--- src/verilog/tei_pkg.sv ---
// Purpose: constants and types shared by the timing edge interrupt controller
// Assumes: register offsets are byte addresses on a 32-bit register bus
// Notes: every field sits in the low byte of its register
package tei_pkg;

    // register bus geometry, source field width and number of timing signals
    localparam int DATA_W = 32;
    localparam int ADDR_W = 6;
    localparam int SRC_W = 7;
    localparam int NUM_SIGNALS = 3;

    // register offsets
    localparam logic [5:0] ENABLE_OFFSET = 6'h20;
    localparam logic [5:0] LIVE_STATUS_OFFSET = 6'h24;
    localparam logic [5:0] FLAG_OFFSET = 6'h28;

    // field positions, shared by enable, live status and flag registers
    localparam int GATE_RISING_BIT = 0;
    localparam int SYNC_RISING_BIT = 1;
    localparam int PULSE_SECOND_RISING_BIT = 2;
    localparam int FALLING_BASE_BIT = 4;
    localparam int GATE_FALLING_BIT = 4;
    localparam int SYNC_FALLING_BIT = 5;
    localparam int PULSE_SECOND_FALLING_BIT = 6;

    // implemented bits; bit 3 and bits 31:7 are reserved
    localparam logic [6:0] FIELD_MASK = 7'h77;

    // reset values
    localparam logic [6:0] ENABLE_RESET = 7'h00;
    localparam logic [6:0] LIVE_STATUS_RESET = 7'h00;
    localparam logic [6:0] FLAG_RESET = 7'h00;

    // bus responses
    localparam logic [1:0] RESP_OKAY = 2'h0;
    localparam logic [1:0] RESP_SLVERR = 2'h2;

    typedef enum logic [1:0] {
        SEL_NONE = 2'b00,
        SEL_ENABLE = 2'b01,
        SEL_STATUS = 2'b10,
        SEL_FLAG = 2'b11
    } tei_reg_sel_t;

endpackage

--- src/verilog/tei_edge_source.sv ---
// Purpose: one-cycle rising and falling edge conditions of one selected signal
// Assumes: level_in is produced by logic on clk_in, so it is not synchronised
// Notes: outputs are registered and lag the input change by one cycle
`timescale 1ns/1ns
module tei_edge_source (
    input wire logic clk_in,
    input wire logic rst_n_in,
    input wire logic level_in,
    output logic rise_out,
    output logic fall_out
);

    typedef struct packed {
        logic prev;
        logic rise;
        logic fall;
    } tei_edge_state_t;

    tei_edge_state_t st;
    tei_edge_state_t next_st;

    always_comb begin
        next_st = st;
        next_st.prev = level_in;
        // compare with the value one sample earlier
        next_st.rise = level_in & ~st.prev;
        next_st.fall = ~level_in & st.prev;
    end

    // a signal already high at reset release is seen as a rising edge
    always_ff @(posedge clk_in) begin
        if (!rst_n_in) begin
            st <= '0;
        end else begin
            st <= next_st;
        end
    end

    assign rise_out = st.rise;
    assign fall_out = st.fall;

endmodule

--- src/verilog/tei_ctrl.sv ---
// Purpose: interrupt enable, live status and sticky flag logic for six edge sources
// Assumes: register slave already runs on the sample clock
// Notes: AXI4-Lite slave accepts one write and one read at a time
`timescale 1ns/1ns
module tei_ctrl #(
    parameter int ADDR_W = tei_pkg::ADDR_W
) (
    input wire logic clk_in,
    input wire logic rst_n_in,
    // selected timing signals
    input wire logic gate_in,
    input wire logic sync_in,
    input wire logic pulse_second_in,
    // write address channel
    input wire logic s_axi_awvalid_in,
    output logic s_axi_awready_out,
    input wire logic [ADDR_W-1:0] s_axi_awaddr_in,
    // write data channel
    input wire logic s_axi_wvalid_in,
    output logic s_axi_wready_out,
    input wire logic [tei_pkg::DATA_W-1:0] s_axi_wdata_in,
    input wire logic [3:0] s_axi_wstrb_in,
    // write response channel
    output logic s_axi_bvalid_out,
    input wire logic s_axi_bready_in,
    output logic [1:0] s_axi_bresp_out,
    // read address channel
    input wire logic s_axi_arvalid_in,
    output logic s_axi_arready_out,
    input wire logic [ADDR_W-1:0] s_axi_araddr_in,
    // read data channel
    output logic s_axi_rvalid_out,
    input wire logic s_axi_rready_in,
    output logic [tei_pkg::DATA_W-1:0] s_axi_rdata_out,
    output logic [1:0] s_axi_rresp_out,
    // interrupt request
    output logic irq_out
);

    typedef struct packed {
        logic [6:0] enable;
        logic [6:0] status;
        logic [6:0] flag;
        logic irq;
        logic bvalid;
        logic [1:0] bresp;
        logic rvalid;
        logic [1:0] rresp;
        logic [tei_pkg::DATA_W-1:0] rdata;
    } tei_ctrl_state_t;

    tei_ctrl_state_t st;
    tei_ctrl_state_t next_st;

    logic [tei_pkg::NUM_SIGNALS-1:0] signal_level;
    logic [tei_pkg::NUM_SIGNALS-1:0] rising_cond;
    logic [tei_pkg::NUM_SIGNALS-1:0] falling_cond;
    logic [6:0] live_cond;
    logic [6:0] status_rise;
    logic write_fire;
    logic read_fire;
    logic low_lane;
    tei_pkg::tei_reg_sel_t write_sel;
    tei_pkg::tei_reg_sel_t read_sel;

    // word decode, low two address bits ignored
    function automatic tei_pkg::tei_reg_sel_t decode_offset(input logic [5:0] addr);
        tei_pkg::tei_reg_sel_t sel;
        sel = tei_pkg::SEL_NONE;
        if (addr[5:2] == tei_pkg::ENABLE_OFFSET[5:2]) begin
            sel = tei_pkg::SEL_ENABLE;
        end else if (addr[5:2] == tei_pkg::LIVE_STATUS_OFFSET[5:2]) begin
            sel = tei_pkg::SEL_STATUS;
        end else if (addr[5:2] == tei_pkg::FLAG_OFFSET[5:2]) begin
            sel = tei_pkg::SEL_FLAG;
        end
        return sel;
    endfunction

    // order gate, sync, pulse-second matches bit order 0,1,2 and 4,5,6
    assign signal_level = {pulse_second_in, sync_in, gate_in};

    genvar gi;
    generate
        for (gi = 0; gi < tei_pkg::NUM_SIGNALS; gi++) begin : g_src
            tei_edge_source u_edge (
                .clk_in(clk_in),
                .rst_n_in(rst_n_in),
                .level_in(signal_level[gi]),
                .rise_out(rising_cond[gi]),
                .fall_out(falling_cond[gi])
            );
        end
    endgenerate

    // bit 3 stays zero: reserved
    assign live_cond = {falling_cond, 1'b0, rising_cond};

    // write taken only with address and data together and no pending response
    assign write_fire = s_axi_awvalid_in & s_axi_wvalid_in & ~st.bvalid;
    assign read_fire = s_axi_arvalid_in & ~st.rvalid;
    assign low_lane = s_axi_wstrb_in[0];
    assign write_sel = decode_offset(s_axi_awaddr_in[5:0]);
    assign read_sel = decode_offset(s_axi_araddr_in[5:0]);

    // status bits that were zero last cycle and are one now; taken from live_cond
    // rather than next_st so the combinational process does not feed itself
    assign status_rise = live_cond & tei_pkg::FIELD_MASK & ~st.status;

    always_comb begin
        logic [6:0] clear_mask;
        clear_mask = '0;
        next_st = st;

        // status follows the live condition every cycle
        next_st.status = live_cond & tei_pkg::FIELD_MASK;

        // write channel
        if (st.bvalid && s_axi_bready_in) begin
            next_st.bvalid = 1'b0;
        end
        if (write_fire) begin
            next_st.bvalid = 1'b1;
            next_st.bresp = tei_pkg::RESP_OKAY;
            unique case (write_sel)
                tei_pkg::SEL_ENABLE: begin
                    // only implemented bits store
                    if (low_lane) begin
                        next_st.enable = s_axi_wdata_in[6:0] & tei_pkg::FIELD_MASK;
                    end
                end
                tei_pkg::SEL_STATUS: begin
                    // read-only, write accepted and dropped
                end
                tei_pkg::SEL_FLAG: begin
                    // write-one-to-clear
                    if (low_lane) begin
                        clear_mask = s_axi_wdata_in[6:0] & tei_pkg::FIELD_MASK;
                    end
                end
                tei_pkg::SEL_NONE: begin
                    next_st.bresp = tei_pkg::RESP_SLVERR;
                end
            endcase
        end

        // a new occurrence wins over a clear in the same cycle,
        // independent of the enables
        next_st.flag = (st.flag & ~clear_mask) | status_rise;

        // one-cycle pulse, enabled sources ORed
        next_st.irq = |(status_rise & st.enable);

        // read channel
        if (st.rvalid && s_axi_rready_in) begin
            next_st.rvalid = 1'b0;
        end
        if (read_fire) begin
            next_st.rvalid = 1'b1;
            next_st.rresp = tei_pkg::RESP_OKAY;
            next_st.rdata = '0;
            // reserved bits read zero
            unique case (read_sel)
                tei_pkg::SEL_ENABLE: begin
                    next_st.rdata[6:0] = st.enable;
                end
                tei_pkg::SEL_STATUS: begin
                    next_st.rdata[6:0] = st.status;
                end
                tei_pkg::SEL_FLAG: begin
                    next_st.rdata[6:0] = st.flag;
                end
                tei_pkg::SEL_NONE: begin
                    next_st.rresp = tei_pkg::RESP_SLVERR;
                end
            endcase
        end
    end

    always_ff @(posedge clk_in) begin
        if (!rst_n_in) begin
            st <= '0;
            st.enable <= tei_pkg::ENABLE_RESET;
            st.status <= tei_pkg::LIVE_STATUS_RESET;
            st.flag <= tei_pkg::FLAG_RESET;
            st.bresp <= tei_pkg::RESP_OKAY;
            st.rresp <= tei_pkg::RESP_OKAY;
        end else begin
            st <= next_st;
        end
    end

    // handshake readies are combinational; data and responses come from flops
    assign s_axi_awready_out = write_fire;
    assign s_axi_wready_out = write_fire;
    assign s_axi_arready_out = ~st.rvalid;
    assign s_axi_bvalid_out = st.bvalid;
    assign s_axi_bresp_out = st.bresp;
    assign s_axi_rvalid_out = st.rvalid;
    assign s_axi_rdata_out = st.rdata;
    assign s_axi_rresp_out = st.rresp;
    assign irq_out = st.irq;

endmodule

--- config.mk ---
export PLATFORM = sky130hd
export DESIGN_NAME = tei_ctrl
export DESIGN_NICKNAME = d
export VERILOG_FILES = /design/src/verilog/tei_pkg.sv /design/src/verilog/tei_edge_source.sv /design/src/verilog/tei_ctrl.sv
export SDC_FILE = /design/constraint.sdc
export NUM_CORES = 1
export LEC_CHECK = 0
export ABC_CLOCK_PERIOD_IN_PS = 2230
export BUFFER_PORTS_ARGS = -buffer_cell sky130_fd_sc_hd__buf_2
export CAP_MARGIN = 20
export CORE_AREA = 8 8 81 83
export CTS_CLUSTER_DIAMETER = 60
export DETAILED_ROUTE_END_ITERATION = 10
export DIE_AREA = 0 0 89 91
export GPL_TIMING_DRIVEN = 0
export SLEW_MARGIN = 20
export SYNTH_ARGS = -nofsm -noshare
export SYNTH_HDL_FRONTEND = slang
export SYNTH_SLANG_ARGS = --single-unit
--- constraint.sdc ---
create_clock -name clk_in -period 2.23 [get_ports clk_in]
set_input_delay 0.3345 -clock clk_in [delete_from_list [all_inputs] [get_ports clk_in]]
set_output_delay 0.3345 -clock clk_in [all_outputs]
set_load 0.03 [all_outputs]
After elaboration in Yosys (flattened, before gate mapping) --
Cells that the tools add are included.
Storage, ports and cells: flip-flop bits (word level) 43, input bits 58, output and inout port bits 42, word-level logic and storage cells 77
Operators by class: equality and inequality tests 11, muxes and demuxes 16, bitwise operators 23, reductions and logical operators 8
Operator list (count):
- two-way mux 35 bit | 1
- equality test 4 bit, second input constant | 6
- AND 7 bit | 3
- two-way mux 7 bit | 3
- one-hot mux 7 bit (3 select lines) | 1
- two-way mux 2 bit | 8
- NOT 7 bit | 2
- AND 1 bit | 9
- NOT 1 bit | 8
- OR 7 bit | 1
- OR reduction 7 bit | 1
- equality test 2 bit, second input constant | 3
- equality test 2 x 1 -> 1 bit, second input constant | 2
- logical NOT 2 bit | 2
- nonzero test 2 bit | 2
- two-way mux 3 bit | 1
- AND reduction 3 bit | 1
- logical AND 1 bit | 2
- two-way mux 1 bit | 2

Longest topological paths before layout --
Gate-level depths: netlist (run 1).
depth in word-level cells 10, gate-level depth with buffers 4, depth with buffers taken out 4

Hierarchy --
A second synthesis (run 1) with hierarchy kept.
Second synthesis, totals: cells, all modules 190, area, all modules 1796.7 um2
Modules (own cells, without submodules):
- tei_ctrl | times used 1, cells each 172, area an instance 1541.5 um2, seq. area each 580.6 um2
- tei_edge_source | times used 3, cells each 6, area an instance 85.1 um2, seq. area each 60.1 um2

Worst setup path before layout (run 1) --
No wires, ideal clock.
kind reg2out, start register st, in the netlist s_axi_bvalid_out, end output port s_axi_wready_out, arrival time 1.106 ns, data required time 1.896 ns, setup slack 0.789 ns, cell stages (with the launch flop) 4, buffers on the path 1, cells stage by stage dfxtp_1 -> nand3b_4 -> inv_1 -> buf_4
On the way: word-level cells in the longest chain between the ends 2
Ends and longest elaborated chain:
- from (decl) | RTL line tei_ctrl.sv:52 | tei_ctrl_state_t st;
- from (signal assigned) | RTL line tei_ctrl.sv:189 | st <= next_st;
- NOT 1 bit | RTL line tei_ctrl.sv:100 | assign write_fire = s_axi_awvalid_in & s_axi_wvalid_in & ~st.bvalid;
- AND 1 bit | RTL line tei_ctrl.sv:100
- to (decl) | RTL line tei_ctrl.sv:20 | output logic s_axi_wready_out,
Every way passes these cells.

Worst setup path in the final report (run 1) --
Ends and elaborated chain as after synthesis.

==> run metrics, run 1 <==
max-cap violation count=0; post-synthesis mux area share=6.72%; CP cell instances=nand3b_4, inv_1, buf_4, buf_2; setup ws final=697 ps; Initial Utilization=33.5%; # IOs=100; Final ANT Viol Nets=0; final WL=3.75 mm; Syn Inst Count=194; area of the multi-input gates=798 um^2; Tcrit/Tclk final=68.7%; hpwl dp=2.99 mm; Remaining Overflow, GRT=0; yosys warns=0; Synth Area in Adders=0%; library cells used by synthesis=26; setup TNS=0 ps; NetSw=382 uW; Seq/Total Area, Yosys=42.5%; first-pass GRT wire length=6.02 mm; Crit path required time=1900 ps; Critical Path Sink Type=primary output; leak pwr=0.00110 uW; syn_area_per_cell=9.22 um^2; final net count=322; DR WL/cell=11.1 um; Compound-Gate Fraction of Synth Area=11.8%; power consumption=1510 uW; Slew headroom=66.5%; sequential power share=47.1%; Skew-Pair Late Insertion Delay=290 ps; Rows=27; antenna violations before repair=0; grt met3 use=3.51%; Combinational Power Share=16.1%; drt via density=4.01; die span in x=89 um; pin count of the biggest net entering global routing=12; drt first pass iters=6; clock root buffer=clkbuf_8; height of the die=91 um; GR Layer Usage met2=15.8%; CTS sink count=38; dpl cell area=2160 um^2; Area Overhead vs Synth=26.7%; post-cts sizing count=0; Post-CTS Setup Bufs=0; Period minus WS final=1530 ps; highest clock rate=652 MHz; main combinational cell family by area after synthesis=simple AND/OR/NAND/NOR gates; RSZ-0062 raised after global routing=no; sequential cell area=761 um^2; fillers=565; Clock power frac=36.9%; mapped cell area=1790 um^2; ant diodes=0; WS Path Type=reg -> out; Synth Area in Simple Gates=20.2%; slowest library cell on the worst path=dfxtp_1; fin area=2270 um^2; GRT Overall Usage=9.37%; post-synthesis xor/xnor area fraction=0%; met1 GRT Util=10.2%; CP Max Fanout=5; Post-route DRC=0; die area=8100 um^2; P_int=1130 uW; Cell Count, Final, Fillers Out=337; Worst Tran Pin Value=500 ps; status=complete, no violations; vias in the first global route=1348; Sw Ratio=25.2%; power per cell area=667 nW/um^2; Worst Setup Start Kind=flip-flop; Slowest Stage Delay on Critical Path=330 ps; number of DRC markers in iteration 0=81; WP data arrival=1200 ps; CTS tree=yes; dpl ws=856 ps; busiest grt layer=met2; H-tree levels=2; GP Congestion=0.784; port bufs=36; layout cell share with drive strength beyond 1=33.6%; vias=1352; Final Hold Viols=0; Worst IR Drop VDD=370 uV; Max Clock Skew=8.52 ps; hold buffers post-CTS=0; Yosys reg bits=38; Placed Cells incl. Taps=329; Hold Path Class=in -> reg; Final setup viols=0; clk slew on worst S/H paths=70 ps; Slew Limit Fails=0; CTS Buf Count=5; CTS Buffer Depth=2; Core ar.=5340 um^2
[cells in the mapped netlist, drive strengths merged]
library cell  count  area [um^2]
nor2              5         18.8
inv               5         18.8
nand3b            1         20.0
a2bb2oi           6         52.6
and2              9         56.3
dfxtp            38          761
a31oi             2         12.5
nor2b            18          113
clkbuf            1         3.75
nand4             1         6.26
mux2i            12          120
a22oi             3         22.5
a21oi             7         35.0
a2111oi           1         8.76
conb              1         3.75
o21ai             7         35.0
nor3              3         31.3
nand2b            1         6.26
nand2            22         82.6
o22ai             6         37.5
buf              43          308
a211oi            1         7.51
nand4bb           1         27.5
[worst max-delay path, delay by kind of cell (launching register included)]
family	cells	cell delay (ps)
flip-flops	1	330
AND/OR/NAND/NOR	1	200
buffers and inverters	3	380
[metal layers]
| metal | routed length (um) | up-vias |
|---|---|---|
| met1 | 1570 | 584 |
| met5 | 0 | - |
| met4 | 59 | 0 |
| met3 | 338 | 6 |
| li1 | - | 723 |
| met2 | 1770 | 39 |
[per-stage QoR]
stage,hold slack [ps],utilization [%]
after global placement,399,40.5
after floorplan,392,-
final,207,42.5
after detailed placement,409,40.5
after CTS,203,42.5
after global routing,202,42.5
[registers in the layout (all words and copies together) (netlist names)]
register / cells
g_src.u_edge.fall_out: 3
s_axi_rdata_out: 6
irq_out: 1
s_axi_rvalid_out: 1
s_axi_rresp_out: 1
s_axi_bvalid_out: 1
st: 18
g_src.u_edge.rise_out: 3
g_src.u_edge.st: 3
s_axi_bresp_out: 1
[power groups by stage]
stage	clock network [uW]	logic, uW	registers [uW]
after detailed placement	0	242	727
after CTS	567	243	711
after global routing	602	262	714
after floorplan	0	188	729
after global placement	0	240	727
final	557	243	711
[path summary, 6_finish.rpt]
kind | from | endpoint | slack [ps] | cells after the start
max | s_axi_bvalid_out | s_axi_wready_out | 700 | 4
min | pulse_second_in | g_src[2].u_edge.fall_out | 210 | 2
max reg2reg | s_axi_bvalid_out | st[54] | 980 | 3
min reg2reg | g_src[1].u_edge.st[2] | g_src[1].u_edge.rise_out | 400 | 1
[cell type report]
cell class | count | share of cell area (%)
clock inverters | 1 | 1.33
multi-input cells | 134 | 35.2
inverters | 5 | 0.828
flip-flops and latches | 38 | 33.6
well taps | 72 | 3.98
repair buffers | 36 | 7.95
clock buffers | 7 | 3.37
plain buffers | 44 | 13.7
[placed cells by master, fill, tap and decap left out]
cell	n
buf_2	42
dfxtp_1	38
buf_4	37
conb_1	28
nand2_1	22
nor2b_1	18
mux2i_1	12
and2_1	9
o21ai_0	7
a21oi_1	7
a2bb2oi_1	6
o22ai_1	6
inv_1	5
nor2_1	5
clkbuf_8	5
clkbuf_1	3
a22oi_1	3
a31oi_1	2
nand3b_4	1
nand4bb_4	1
nor3_2	1
nand4_1	1
nor3_4	1
nand2b_1	1
a211oi_1	1
a2111oi_0	1
nor3_1	1
bufinv_16	1
[cell families (layout without fill, tap and decap cells)]
kind of cell | count (synthesis) | in the layout
buffers and inverters | 49 | 93
muxes | 12 | 12
and+or+nand+nor | 61 | 61
other | 1 | 28
AOI/OAI and AO/OA | 33 | 33
DFF | 38 | 38
(Power assumes the default switching activity.)
==> run 2, diff against run 1 <==
ABC_AREA = 1   (was default)
ABC_CLOCK_PERIOD_IN_PS = 1400   (was 2230)
CORE_AREA = 8 8 82 84   (was 8 8 81 83)
DIE_AREA = 0 0 90 92   (was 0 0 89 91)
PLACE_DENSITY = 0.66   (was default)
clock period = 1.4 ns   (was 2.23 ns; I/O delays follow)
==> run 2 against run 1 <==
  * First-iteration DRC count is 15% lower
  * Register-to-register slack got worse by 800 ps
  * Global-route usage up 1.2 points
  * Core utilization is 0.42 points higher
  * Critical path depth increased by 1
  * Area after synthesis is 2.2% higher
  * Clock skew decreased by 4.6 ps
  * Clock power is 38% higher
  * Largest cell class unchanged
==> run metrics, run 2 <==
Final setup viols=0 (unchanged); drt via density=4.05 (+0.86%); ys async rst share=0% (unchanged); ant diodes=0 (unchanged); Period minus WS final=1330 ps; CP cell instances=inv_2, nand3_2, inv_2, buf_4, buf_4; H-tree levels=2 (unchanged); most frequent cells in the layout=nand2_1, buf_4, buf_2; leak pwr=0.00117 uW (+6.2%); mapped cell area=1830 um^2 (+2.2%); GRT Overall Usage=10.6% (+1.2 points); height of the die=92 um (+1.1%); Final ANT Viol Nets=0 (unchanged); CTS sink count=38 (unchanged); antenna violations before repair=0 (unchanged); Largest Register=st; fillers=573 (+1.4%); Worst Tran Pin Value=540 ps (+40.1 ps); Critical Path Sink Type=primary output; Seq/Total Area, Yosys=41.6% (-0.90 points); final WL=4.13 mm (+10%); hpwl dp=3.30 mm (+10%); area of the multi-input gates=762 um^2 (-4.5%); CTS tree=yes; Max Clock Skew=3.92 ps (-4.60 ps); clk slew on worst S/H paths=70 ps (about the same); WS Path Type=reg -> out; CTS Buf Count=5 (unchanged); Synth top cells by count=nand2_1, dfxtp_1, buf_4, nand3_1, nor2_1; number of synthesized flops with an enable pin=0 (unchanged); Worst Setup Start Kind=flip-flop; Final Hold Viols=0 (unchanged); syn_area_per_cell=7.58 um^2 (-18%); vias in the first global route=1608 (+19%); CP Buf/Inv Count=4 (+1); power per cell area=993 nW/um^2 (+49%); drt first pass iters=4 (-2); Initial Utilization=33.8% (+0.30 points); Post-route DRC=0 (unchanged); status=complete, no violations; CP delay by family, top=buffers and inverters; layout cell share with drive strength beyond 1=34.8% (+1.2 points); library cells used by synthesis=22 (-15%); RSZ-0062 raised after global routing=no; CP Max Fanout=4 (-1); Largest register FFs=18 (unchanged); final net count=373 (+16%); max-cap violation count=0 (unchanged); clock root buffer=clkbuf_8; yosys warns=0 (unchanged); Remaining Overflow, GRT=0 (unchanged); Yosys top cell by area=dfxtp_1; Hold Path Class=in -> reg; Syn Inst Count=241 (+24%); Crit path required time=1190 ps (-710 ps); WP data arrival=1120 ps (-80 ps); sequential cell area=761 um^2 (unchanged); Slew headroom=64.0% (-2.5 points); slowest library cell on the worst path=dfxtp_1; Yosys reg bits=38 (unchanged); Core ar.=5410 um^2 (+1.3%); Post-Route Utilization=42.9% (+0.42 points); number of cells on the critical path=5 (+1); Rows=27 (unchanged); reg2reg path depth=7 (+4); setup TNS=0 ps (unchanged); pin count of the biggest net entering global routing=12 (unchanged); highest clock rate=750 MHz; # IOs=100 (unchanged); first-pass GRT wire length=7.29 mm (+21%); GP Congestion=0.877 (+12%); Worst IR Drop VDD=581 uV (+57%); port bufs=38 (+5.6%); vias=1570 (+16%); Tcrit/Tclk final=95.2%; top_reg_cell synth=dfxtp_1; Skew-Pair Late Insertion Delay=290 ps (about the same); die area=8280 um^2 (+2.2%); DR WL/cell=10.6 um (-4.3%); hold depth=2 (unchanged); number of DRC markers in iteration 0=69 (-15%); most frequent cell after synthesis=nand2_1; Slowest Stage Delay on Critical Path=350 ps (+20 ps); die span in x=90 um (+1.1%); Slew Limit Fails=0 (unchanged); CTS Buffer Depth=2 (unchanged); largest cells by area after synthesis=dfxtp_1, buf_4, nand3_1; Synth top area share=41.6% (-0.90 points); Area Overhead vs Synth=26.8% (about the same)
## run 2: cell count changes in the layout (fill, tap and decap cells not counted), sizes merged, moves of 3 or more
| cell | change |
|---|---|
| o22ai | -6 |
| nor2b | -18 |
| inv | +20 |
| and2 | -9 |
| nor2 | +24 |
| mux2i | -12 |
| a22oi | -3 |
| nand2 | +20 |
| nand3 | +38 |
| a21oi | +7 |
| a2bb2oi | -6 |
## run 2: path summary, 6_finish.rpt
path,startpoint,to,slack [ps]
max reg2reg,s_axi_bvalid_out,st[53],180
max,s_axi_bvalid_out,s_axi_wready_out,70
min,gate_in,g_src[0].u_edge.fall_out,80
min reg2reg,g_src[2].u_edge.st[2],g_src[2].u_edge.rise_out,410
## run 2: per-stage QoR
step | hold WS [ps] | setup slack, ps | std cells | instance area (um^2) | power [uW]
after global routing | 64.5 | 5.60 | 388 | 2320 | 2420
after global placement | 385 | 224 | 378 | 2210 | 1540
final | 82.1 | 66.7 | 388 | 2320 | 2300
after CTS | 75.5 | 6.20 | 386 | 2300 | 2310
after detailed placement | 384 | 205 | 378 | 2210 | 1550
after floorplan | 282 | 120 | 268 | 1930 | 1460
## run 2: power by group
part	leakage, uW	total [uW]	internal (uW)	switching [uW]
logic	0.000812	395	139	255
registers	0.000310	1140	1120	22.1
clock network	0.0000482	767	397	370
total	0.00117	2300	1650	648
## run 2: cells by family after synthesis
family          Yosys count  synth area share [%]
simple gates            110                  27.6
buf+inv                  67                  22.2
flops                    38                  41.6
compound gates           25                  8.36
other cells               1                 0.205
## run 2: area by class of cell
class	count	share of cell area, %
inverter	26	4.43
tap	72	3.89
multi-input combinational	163	32.9
timing repair buffer	40	8.96
sequential	38	32.8
clock buffer	7	3.73
buffer	41	13.1
clock inverter	1	0.216
## run 2: repair_timing
action	4_1_cts	5_1_grt
buffers inserted	0	2
setup endpoints to repair	1	1
gates resized for setup	1	2
hold buffers	0	0
## run 2: routing by layer
metal / routed length (um) / up-vias / share of wire [%] / GRT usage [%]
met4: 48 / 0 / 1.2 / 3.61
met1: 1680 / 668 / 41 / 11.0
met2: 1970 / 53 / 48 / 18.1
li1: - / 842 / - / -
met3: 429 / 7 / 10 / 5.54
met5: 0 / - / 0 / 0
